### src/rtl/bsr_pkg.sv
// Shared constants and types for the boot strap register bank.
package bsr_pkg;

    ////////////////////////////////////////////////////////////////////////////
    // I/O ports of the indexed configuration scheme.
    localparam logic [15:0] IO_INDEX_PORT = 16'h0022;
    localparam logic [15:0] IO_DATA_PORT  = 16'h0023;

    // Register indices written to the index port.
    localparam logic [7:0] IDX_BUS_CLOCK_MODE    = 8'h4a;
    localparam logic [7:0] IDX_CPU_MULT_BOOT     = 8'h4b;
    localparam logic [7:0] IDX_CLOCK_PINS_ENABLE = 8'h4c;
    localparam logic [7:0] IDX_HOST_CLOCK_SYNTH  = 8'h5f;

    // Reset values before the straps are captured, the reset index and the value read from unmapped indices.
    localparam logic [7:0] STRAP_REG_RESET = 8'h00;
    localparam logic [7:0] INDEX_RESET     = 8'h00;
    localparam logic [7:0] UNMAPPED_READ   = 8'h00;

    // Field positions.
    localparam int unsigned POS_PLL_RANGE   = 6;
    localparam int unsigned POS_EXP_MODE    = 4;
    localparam int unsigned POS_MEM_SYNC    = 2;
    localparam int unsigned POS_DIV_HIGH    = 1;
    localparam int unsigned POS_DIV_LOW     = 0;
    localparam int unsigned POS_MULT        = 6;
    localparam int unsigned POS_BOOT_WIDTH  = 0;
    localparam int unsigned POS_SYNTH_SEL   = 3;
    localparam int unsigned POS_PARALLEL    = 7;
    localparam int unsigned POS_KEYBOARD    = 6;
    localparam int unsigned POS_DOT_CLOCK   = 4;
    localparam int unsigned POS_MEM_CLOCK   = 3;
    localparam int unsigned POS_HOST_CLOCK  = 2;
    localparam int unsigned POS_SERIAL_ONE  = 1;
    localparam int unsigned POS_SERIAL_TWO  = 0;

    // Only the dot-clock direction bit of the clock pin register is writable.
    localparam logic [7:0] CLOCK_PINS_WMASK = 8'h10;

    // Decoded values.
    localparam logic [2:0] BUS_DIV_BY_4  = 3'h4;
    localparam logic [2:0] BUS_DIV_BY_3  = 3'h3;
    localparam logic [2:0] BUS_DIV_BY_2  = 3'h2;
    localparam logic [1:0] CPU_MULT_X1   = 2'h1;
    localparam logic [1:0] CPU_MULT_X2   = 2'h2;
    localparam logic [1:0] CPU_MULT_RSV  = 2'h0;
    localparam logic [6:0] HOST_MHZ_25   = 7'h19;
    localparam logic [6:0] HOST_MHZ_50   = 7'h32;
    localparam logic [6:0] HOST_MHZ_60   = 7'h3c;
    localparam logic [6:0] HOST_MHZ_66   = 7'h42;
    localparam logic [6:0] HOST_MHZ_RSV  = 7'h00;
    localparam logic [1:0] DESKEW_33_64  = 2'h1;
    localparam logic [1:0] DESKEW_64_133 = 2'h2;
    localparam logic [1:0] DESKEW_RSV    = 2'h0;

    // Strap sampling point after reset release.
    localparam int unsigned CLK_PERIOD_NS   = 10;
    localparam int unsigned STRAP_SETTLE_NS = 100;
    localparam int unsigned STRAP_SETTLE_CYCLES =
        (STRAP_SETTLE_NS + CLK_PERIOD_NS - 1) / CLK_PERIOD_NS;

    ////////////////////////////////////////////////////////////////////////////
    typedef enum logic [1:0] {
        CAP_WAIT    = 2'b00,
        CAP_SETTLE  = 2'b01,
        CAP_DONE    = 2'b11
    } bsr_cap_state_t;

    typedef struct packed {
        logic [1:0] bus_clock_pll_range_straps;
        logic [1:0] expansion_mode_straps;
        logic       memory_host_sync_strap;
        logic       bus_clock_divisor_high_strap;
        logic       bus_clock_divisor_low_strap;
        logic       cpu_multiplier_strap_b;
        logic       cpu_multiplier_strap_a;
        logic       boot_width_strap;
        logic [2:0] host_synth_select_straps;
        logic       host_speed_strap_high;
        logic       host_speed_strap_low;
        logic       parallel_port_enable_strap;
        logic       keyboard_enable_strap;
        logic       dot_clock_direction_strap;
        logic       memory_clock_output_strap;
        logic       host_clock_direction_strap;
        logic       serial_port_one_enable_strap;
        logic       serial_port_two_enable_strap;
        logic       deskew_strap_a;
        logic       deskew_strap_b;
    } bsr_strap_pins_t;

    typedef struct packed {
        logic        rd;
        logic        wr;
        logic [15:0] addr;
        logic [7:0]  wdata;
    } bsr_io_req_t;

endpackage : bsr_pkg

### src/rtl/bsr_strap_regs.sv
// Boot strap register bank: capture, indexed I/O access and decoded outputs.
`timescale 1ns/1ps
`default_nettype none
module bsr_strap_regs #(
    parameter int unsigned SETTLE_CYCLES = bsr_pkg::STRAP_SETTLE_CYCLES
) (
    input  wire logic                     core_clk_i,
    input  wire logic                     sys_rst_i,
    input  wire bsr_pkg::bsr_strap_pins_t strap_pins_i,
    input  wire bsr_pkg::bsr_io_req_t     io_req_i,
    output var  logic [7:0]               io_rdata_o,
    output var  logic                     io_rvalid_o,
    output var  logic                     straps_valid_o,
    output var  logic                     bus_clock_pll_high_range_o,
    output var  logic                     bus_clock_pll_reserved_o,
    output var  logic                     isa_enable_o,
    output var  logic                     pcmcia_enable_o,
    output var  logic                     local_bus_enable_o,
    output var  logic                     expansion_mode_reserved_o,
    output var  logic                     memory_host_sync_o,
    output var  logic [2:0]               bus_clock_divisor_o,
    output var  logic [1:0]               cpu_multiplier_o,
    output var  logic                     boot_width_16_o,
    output var  logic [6:0]               host_clock_mhz_o,
    output var  logic                     dot_clock_output_en_o,
    output var  logic                     memory_clock_output_en_o,
    output var  logic                     host_clock_output_en_o,
    output var  logic                     parallel_port_enable_o,
    output var  logic                     keyboard_enable_o,
    output var  logic                     serial_port_one_enable_o,
    output var  logic                     serial_port_two_enable_o,
    output var  logic [1:0]               deskew_range_o
);
    import bsr_pkg::*;

    ////////////////////////////////////////////////////////////////////////////
    // Pin synchronisation.

    bsr_strap_pins_t pins_sync;
    logic [$bits(bsr_strap_pins_t)-1:0] pins_sync_vec;

    bsr_sync #(
        .WIDTH    ($bits(bsr_strap_pins_t))
    ) u_sync (
        .core_clk_i (core_clk_i),
        .sys_rst_i  (sys_rst_i),
        .async_i    (strap_pins_i),
        .sync_o     (pins_sync_vec)
    );

    assign pins_sync = bsr_strap_pins_t'(pins_sync_vec);

    ////////////////////////////////////////////////////////////////////////////
    // Capture sequencer.

    localparam int unsigned CNT_W = $clog2(SETTLE_CYCLES + 2);
    localparam logic [CNT_W-1:0] SETTLE_LAST = CNT_W'(SETTLE_CYCLES);

    bsr_cap_state_t   cap_state_q;
    logic [CNT_W-1:0] settle_cnt_q;
    logic             capture;

    // The synchroniser needs two cycles after reset to fill with real pin
    // levels, so the count runs one past the settle time before sampling.
    always_ff @(posedge core_clk_i)
    begin
        if (sys_rst_i)
        begin
            cap_state_q  <= CAP_WAIT;
            settle_cnt_q <= '0;
        end
        else
        begin
            case (cap_state_q)
                CAP_WAIT:
                begin
                    cap_state_q  <= CAP_SETTLE;
                    settle_cnt_q <= '0;
                end
                CAP_SETTLE:
                begin
                    if (settle_cnt_q == SETTLE_LAST)
                        cap_state_q <= CAP_DONE;
                    else
                        settle_cnt_q <= settle_cnt_q + 1'b1;
                end
                CAP_DONE:
                    cap_state_q <= CAP_DONE;
                default:
                    cap_state_q <= CAP_WAIT;
            endcase
        end
    end

    assign capture = (cap_state_q == CAP_SETTLE) && (settle_cnt_q == SETTLE_LAST);

    ////////////////////////////////////////////////////////////////////////////
    // Strap registers.

    logic [7:0] bus_clock_mode_q;
    logic [7:0] cpu_mult_boot_q;
    logic [7:0] clock_pins_q;
    logic [7:0] host_synth_q;
    logic [1:0] host_speed_q;
    logic [1:0] deskew_q;
    logic [7:0] index_q;
    logic       data_wr;

    assign data_wr = io_req_i.wr && (io_req_i.addr == IO_DATA_PORT);

    always_ff @(posedge core_clk_i)
    begin
        if (sys_rst_i)
        begin
            bus_clock_mode_q <= STRAP_REG_RESET;
            cpu_mult_boot_q  <= STRAP_REG_RESET;
            host_synth_q     <= STRAP_REG_RESET;
            host_speed_q     <= '0;
            deskew_q         <= '0;
        end
        else if (capture)
        begin
            bus_clock_mode_q <= {pins_sync.bus_clock_pll_range_straps,
                                 pins_sync.expansion_mode_straps, 1'b0,
                                 pins_sync.memory_host_sync_strap,
                                 pins_sync.bus_clock_divisor_high_strap,
                                 pins_sync.bus_clock_divisor_low_strap};
            cpu_mult_boot_q  <= {pins_sync.cpu_multiplier_strap_b,
                                 pins_sync.cpu_multiplier_strap_a, 5'h00,
                                 pins_sync.boot_width_strap};
            host_synth_q     <= {2'h0, pins_sync.host_synth_select_straps,
                                 3'h0};
            host_speed_q     <= {pins_sync.host_speed_strap_high,
                                 pins_sync.host_speed_strap_low};
            deskew_q         <= {pins_sync.deskew_strap_a,
                                 pins_sync.deskew_strap_b};
        end
    end

    // Capture wins over a software write in the same cycle, so the dot-clock
    // bit always starts from the board strapping.
    always_ff @(posedge core_clk_i)
    begin
        if (sys_rst_i)
            clock_pins_q <= STRAP_REG_RESET;
        else if (capture)
            clock_pins_q <= {pins_sync.parallel_port_enable_strap,
                             pins_sync.keyboard_enable_strap, 1'b0,
                             pins_sync.dot_clock_direction_strap,
                             pins_sync.memory_clock_output_strap,
                             pins_sync.host_clock_direction_strap,
                             pins_sync.serial_port_one_enable_strap,
                             pins_sync.serial_port_two_enable_strap};
        else if (data_wr && (index_q == IDX_CLOCK_PINS_ENABLE))
            clock_pins_q <= (clock_pins_q & ~CLOCK_PINS_WMASK)
                          | (io_req_i.wdata & CLOCK_PINS_WMASK);
    end

    ////////////////////////////////////////////////////////////////////////////
    // Index/data port access.

    function automatic logic [7:0] reg_read(input logic [7:0] idx,
                                            input logic [7:0] r4a,
                                            input logic [7:0] r4b,
                                            input logic [7:0] r4c,
                                            input logic [7:0] r5f);
        if (idx == IDX_BUS_CLOCK_MODE)
            return r4a;
        else if (idx == IDX_CPU_MULT_BOOT)
            return r4b;
        else if (idx == IDX_CLOCK_PINS_ENABLE)
            return r4c;
        else if (idx == IDX_HOST_CLOCK_SYNTH)
            return r5f;
        else
            return UNMAPPED_READ;
    endfunction : reg_read

    always_ff @(posedge core_clk_i)
    begin
        if (sys_rst_i)
            index_q <= INDEX_RESET;
        else if (io_req_i.wr && (io_req_i.addr == IO_INDEX_PORT))
            index_q <= io_req_i.wdata;
    end

    always_ff @(posedge core_clk_i)
    begin
        if (sys_rst_i)
        begin
            io_rdata_o  <= 8'h00;
            io_rvalid_o <= 1'b0;
        end
        else
        begin
            io_rvalid_o <= io_req_i.rd;
            if (io_req_i.rd && (io_req_i.addr == IO_DATA_PORT))
                io_rdata_o <= reg_read(index_q, bus_clock_mode_q, cpu_mult_boot_q,
                                       clock_pins_q, host_synth_q);
            else if (io_req_i.rd && (io_req_i.addr == IO_INDEX_PORT))
                io_rdata_o <= index_q;
            else if (io_req_i.rd)
                io_rdata_o <= UNMAPPED_READ;
        end
    end

    ////////////////////////////////////////////////////////////////////////////
    // Decoded configuration outputs, registered from the strap registers, and straps_valid_o, registered from the capture state.

    logic [1:0] pll_f;
    logic [1:0] mode_f;
    logic [1:0] mult_f;
    logic [2:0] synth_f;

    assign pll_f   = bus_clock_mode_q[POS_PLL_RANGE +: 2];
    assign mode_f  = bus_clock_mode_q[POS_EXP_MODE +: 2];
    assign mult_f  = cpu_mult_boot_q[POS_MULT +: 2];
    assign synth_f = host_synth_q[POS_SYNTH_SEL +: 3];

    always_ff @(posedge core_clk_i)
    begin
        if (sys_rst_i)
        begin
            bus_clock_pll_high_range_o <= 1'b0;
            bus_clock_pll_reserved_o   <= 1'b0;
            isa_enable_o               <= 1'b0;
            pcmcia_enable_o            <= 1'b0;
            local_bus_enable_o         <= 1'b0;
            expansion_mode_reserved_o  <= 1'b0;
            memory_host_sync_o         <= 1'b0;
            bus_clock_divisor_o        <= BUS_DIV_BY_4;
        end
        else
        begin
            bus_clock_pll_high_range_o <= (pll_f == 2'b01);
            bus_clock_pll_reserved_o   <= pll_f[1];
            isa_enable_o               <= (mode_f == 2'b00);
            pcmcia_enable_o            <= (mode_f == 2'b01);
            local_bus_enable_o         <= (mode_f == 2'b10);
            expansion_mode_reserved_o  <= (mode_f == 2'b11);
            memory_host_sync_o         <= bus_clock_mode_q[POS_MEM_SYNC];
            if (!bus_clock_mode_q[POS_DIV_HIGH])
                bus_clock_divisor_o <= BUS_DIV_BY_4;
            else if (!bus_clock_mode_q[POS_DIV_LOW])
                bus_clock_divisor_o <= BUS_DIV_BY_3;
            else
                bus_clock_divisor_o <= BUS_DIV_BY_2;
        end
    end

    always_ff @(posedge core_clk_i)
    begin
        if (sys_rst_i)
        begin
            cpu_multiplier_o <= CPU_MULT_RSV;
            boot_width_16_o  <= 1'b0;
            host_clock_mhz_o <= HOST_MHZ_RSV;
            deskew_range_o   <= DESKEW_RSV;
        end
        else
        begin
            if (mult_f == 2'b01)
                cpu_multiplier_o <= CPU_MULT_X1;
            else if (mult_f == 2'b11)
                cpu_multiplier_o <= CPU_MULT_X2;
            else
                cpu_multiplier_o <= CPU_MULT_RSV;
            boot_width_16_o <= cpu_mult_boot_q[POS_BOOT_WIDTH];
            // Table entries exist only for both speed straps low.
            if (host_speed_q != 2'b00)
                host_clock_mhz_o <= HOST_MHZ_RSV;
            else if (synth_f == 3'b000)
                host_clock_mhz_o <= HOST_MHZ_25;
            else if (synth_f == 3'b001)
                host_clock_mhz_o <= HOST_MHZ_50;
            else if (synth_f == 3'b010)
                host_clock_mhz_o <= HOST_MHZ_60;
            else if (synth_f == 3'b011)
                host_clock_mhz_o <= HOST_MHZ_66;
            else
                host_clock_mhz_o <= HOST_MHZ_RSV;
            if (deskew_q == 2'b10)
                deskew_range_o <= DESKEW_33_64;
            else if (deskew_q == 2'b01)
                deskew_range_o <= DESKEW_64_133;
            else
                deskew_range_o <= DESKEW_RSV;
        end
    end

    always_ff @(posedge core_clk_i)
    begin
        if (sys_rst_i)
        begin
            straps_valid_o           <= 1'b0;
            dot_clock_output_en_o    <= 1'b0;
            memory_clock_output_en_o <= 1'b0;
            host_clock_output_en_o   <= 1'b0;
            parallel_port_enable_o   <= 1'b0;
            keyboard_enable_o        <= 1'b0;
            serial_port_one_enable_o <= 1'b0;
            serial_port_two_enable_o <= 1'b0;
        end
        else
        begin
            straps_valid_o           <= (cap_state_q == CAP_DONE);
            dot_clock_output_en_o    <= clock_pins_q[POS_DOT_CLOCK];
            memory_clock_output_en_o <= clock_pins_q[POS_MEM_CLOCK];
            host_clock_output_en_o   <= clock_pins_q[POS_HOST_CLOCK];
            parallel_port_enable_o   <= clock_pins_q[POS_PARALLEL];
            keyboard_enable_o        <= clock_pins_q[POS_KEYBOARD];
            serial_port_one_enable_o <= clock_pins_q[POS_SERIAL_ONE];
            serial_port_two_enable_o <= clock_pins_q[POS_SERIAL_TWO];
        end
    end
endmodule : bsr_strap_regs
`default_nettype wire

### src/rtl/bsr_sync.sv
// Two-flop synchroniser for a vector of asynchronous pin levels.
`timescale 1ns/1ps
`default_nettype none
module bsr_sync #(
    parameter int unsigned WIDTH = 24
) (
    input  wire logic             core_clk_i,
    input  wire logic             sys_rst_i,
    input  wire logic [WIDTH-1:0] async_i,
    output var  logic [WIDTH-1:0] sync_o
);

    logic [WIDTH-1:0] meta_q;

    // The first stage feeds only the second stage.
    always_ff @(posedge core_clk_i)
    begin
        if (sys_rst_i)
        begin
            meta_q <= '0;
            sync_o <= '0;
        end
        else
        begin
            meta_q <= async_i;
            sync_o <= meta_q;
        end
    end

endmodule : bsr_sync
`default_nettype wire

### config.mk
export PLATFORM = sky130hd
export DESIGN_NAME = bsr_strap_regs
export DESIGN_NICKNAME = d
export VERILOG_FILES = /design/src/rtl/bsr_pkg.sv /design/src/rtl/bsr_strap_regs.sv /design/src/rtl/bsr_sync.sv
export SDC_FILE = /design/constraint.sdc
export NUM_CORES = 1
export LEC_CHECK = 0
export ABC_CLOCK_PERIOD_IN_PS = 1950
export BUFFER_PORTS_ARGS = -buffer_cell sky130_fd_sc_hd__buf_2
export CAP_MARGIN = 20
export CORE_MARGIN = 1.5
export CORE_UTILIZATION = 53
export DETAILED_ROUTE_END_ITERATION = 12
export PLACE_DENSITY = 0.76
export SKIP_CTS_REPAIR_TIMING = 1
export SLEW_MARGIN = 20
export SYNTH_ARGS = -nofsm -noshare
export SYNTH_HDL_FRONTEND = slang
export SYNTH_SLANG_ARGS = --single-unit
### constraint.sdc
create_clock -name core_clk_i -period 1.95 [get_ports core_clk_i]
set_input_delay 0.39 -clock core_clk_i [delete_from_list [all_inputs] [get_ports core_clk_i]]
set_output_delay 0.39 -clock core_clk_i [all_outputs]
set_load 0.01 [all_outputs]
==> results.cfg <==
[synth]
synth_area_sq_um = 4230
avgSynthCellArea_sq_um = 9.95
yosysWarnings = 0
synth_largest_area_cell = dfxtp_1
synth_area_leaders = dfxtp_1 59%, nor2b_1 9.3%, nand2_1 4.7%
synth_edf_count = 0
syn_nets = 479
synth_commonest_cells = 125 x dfxtp_1, 63 x nor2b_1, 53 x nand2_1, 37 x a21oi_1, 19 x clkbuf_1
synth.most_common_cell = dfxtp_1
seq_area_frac_synth = 0.592
synthCells = 425
synth_ff_type = dfxtp_1
ys_types = 49
ys_async_sr_fraction = 0
synth_seq_cells = 125
synth_top_cell_area_share = 0.592

[cells_and_area]
layout.nets = 575
final_cell_area_sq_um = 5380
utilization = 0.696
antennaDiodeCount = 0
areaGrowthSynthToFinish_pct = 27.2
drive_above_1_share = 0.268
fillCellCount = 593
final_cells = 636

[cts]
cts_tree = built
clk_pin_slew_ns = 0.06
htreeDepth = 4
cts_num_sinks = 125
cts_buffer_depth = 2
insertion_delay_ns = 0.52
cts-root-buf = clkbuf_8
numCtsBuffers = 17

[worst_setup_path]
crit_arrival_ns = 2.10
start_kind = flop
cp_max_fo = 11
crit_path_end_kind = flop
criticalPathCategory = flop to flop
worst_ep_required_time_ns = 2.38
critPathMaxStageDelay_ns = 0.44
worstReg2RegEnd = clock_pins_q[4]
path_buf_inv = 0
r2r-start = index_q[0]
reg2reg_slack_ns = 0.27
cp-endpoint = clock_pins_q[4]
crit_start = index_q[0]
path_depth = 4
crit_slowest_cell = dfxtp_1
cp_top_family = simple AND/OR/NAND/NOR gates
reg2reg_depth = 4
worstPathCellList = nor4b_2 -> nand2_1 -> or4_1 -> a311oi_1

[global_route]
track_usage = 0.213
grt_max_degree = 94
grt_pass1_vias = 3001
antenna_found_initial = 0
grt_pass1_wl_microns = 13800
gr-total-overflow = 0

[drt]
num_vias = 3268
ant_nets = 0
wl_per_cell_microns = 13.7
drc_errors = 0
drt_iter0_drc = 140
wirelength_microns = 8690
post_drt_via_cell_ratio = 5.14
drtPass1Iterations = 5

[sta]
finalHoldViolCount = 0
fmax_mhz = 596
worst_slew_pin_slew_ns = 0.529
fin_crit_sh = 0.860
setup-violations-final = 0
rsz0062_at_grt = no
skew_ns = 0.00451
drv_slew = 0
period_needed_ns = 1.68
relSlewSlack = 0.646
tns_ns = 0

[place]
port_buffers = 90
hpwl_microns = 5910
dp.cells = 604
gp_congestion = 0.895
placed_area_sq_um = 4810

[die]
start_util = 0.547
fp.dieArea_sq_um = 8530
dieWidth_microns = 92.3
core_area_sq_um = 7730
die_y_microns = 92.3
num_rows = 32
io-pin-count = 91

[pwr]
switchingPower_mw = 1.22
power_frac_seq = 0.456
power.density_nw_per_um2 = 1070
ir_worst_vdd_mv = 0.774
power_leakage_nw = 2.21
p_clk_frac = 0.515
combPwrFrac = 0.030
switching_share = 0.212
p_int_mw = 4.54
power_mw = 5.76

[worst_hold_path]
hold_path_class = primary input to flop

[run]
cap_violations = 0

[run_status]
status = complete, no violations
==> cells by family after synthesis <==
logic type,share of synthesized area
muxes,0.00799
adders and majority gates,0.00591
DFF,0.592
buffers and inverters,0.0316
AOI/OAI and AO/OA,0.112
and+or+nand+nor,0.251
==> per-layer routing <==
| layer | share of wire | track usage |
|---|---|---|
| met5 | 0 | 0 |
| met4 | 0.017 | 0.108 |
| met3 | 0.074 | 0.0616 |
| met2 | 0.48 | 0.359 |
| met1 | 0.43 | 0.244 |
==> cell usage in the layout, fill, tap and decap left out, types with 4 or more instances in the layout <==
| cell | instances |
|---|---|
| clkinv_2 | 4 |
| a22oi_1 | 4 |
| clkinvlp_4 | 4 |
| and2_1 | 4 |
| nor3b_1 | 9 |
| o21ai_0 | 12 |
| nor3_1 | 7 |
| dfxtp_1 | 125 |
| clkbuf_16 | 16 |
| buf_2 | 89 |
| buf_4 | 11 |
| nor2_1 | 12 |
| nand2_1 | 53 |
| nand3_1 | 13 |
| a21oi_1 | 37 |
| inv_1 | 9 |
| nor2b_1 | 63 |
==> stage by stage <==
stage	setup WS [ns]	hold slack, ns
finish	0.272	0.0758
CTS	0.285	0.0638
global placement	0.169	0.422
floorplan	0.283	0.412
global route	0.186	0.0724
detailed placement	0.0908	0.421
==> layout make-up <==
| class | count | area [sq um] | area share |
|---|---|---|---|
| flip-flops and latches | 125 | 2500 | 0.465 |
| inverters | 9 | 33.8 | 0.00628 |
| repair buffers | 101 | 548 | 0.102 |
| well taps | 102 | 128 | 0.0237 |
| multi-input cells | 267 | 1590 | 0.296 |
| clock inverters | 14 | 145 | 0.0270 |
| clock buffers | 18 | 428 | 0.0796 |
==> worst reg2reg max path: cells and delay by family, from the launching register on <==
kind | cells | cell delay [ns]
AOI/OAI and AO/OA | 1 | 0.26
and+or+nand+nor | 3 | 0.89
DFF | 1 | 0.44
==> power by group through the flow <==
stage,Sequential (mW),Combinational [mW],Clock (mW)
floorplan,2.68,0.0904,0
global placement,2.68,0.169,0
detailed placement,2.68,0.172,0
CTS,2.63,0.173,3.01
global route,2.63,0.191,3.12
finish,2.63,0.172,2.97
==> flip-flops by register name (all words and copies together), names as in the netlist, 4 cells and up <==
register / cells
u_sync.sync_o: 24
clock_pins_q: 7
io_rdata_o: 8
settle_cnt_q: 4
host_clock_mhz_o: 7
u_sync.meta_q: 24
index_q: 8
bus_clock_mode_q: 7
==> worst min path at each step <==
stage	from	to	slack, ns	cells after the start
after detailed placement	u_sync.meta_q[3]	u_sync.sync_o[3]	0.42	1
after global placement	u_sync.meta_q[1]	u_sync.sync_o[1]	0.42	1
final	strap_pins_i[22]	u_sync.meta_q[22]	0.08	2
after global routing	strap_pins_i[19]	u_sync.meta_q[19]	0.07	2
after floorplan	bus_clock_mode_q[0]	bus_clock_divisor_o[0]	0.41	1
after CTS	strap_pins_i[20]	u_sync.meta_q[20]	0.06	2
(Power assumes the default switching activity.)
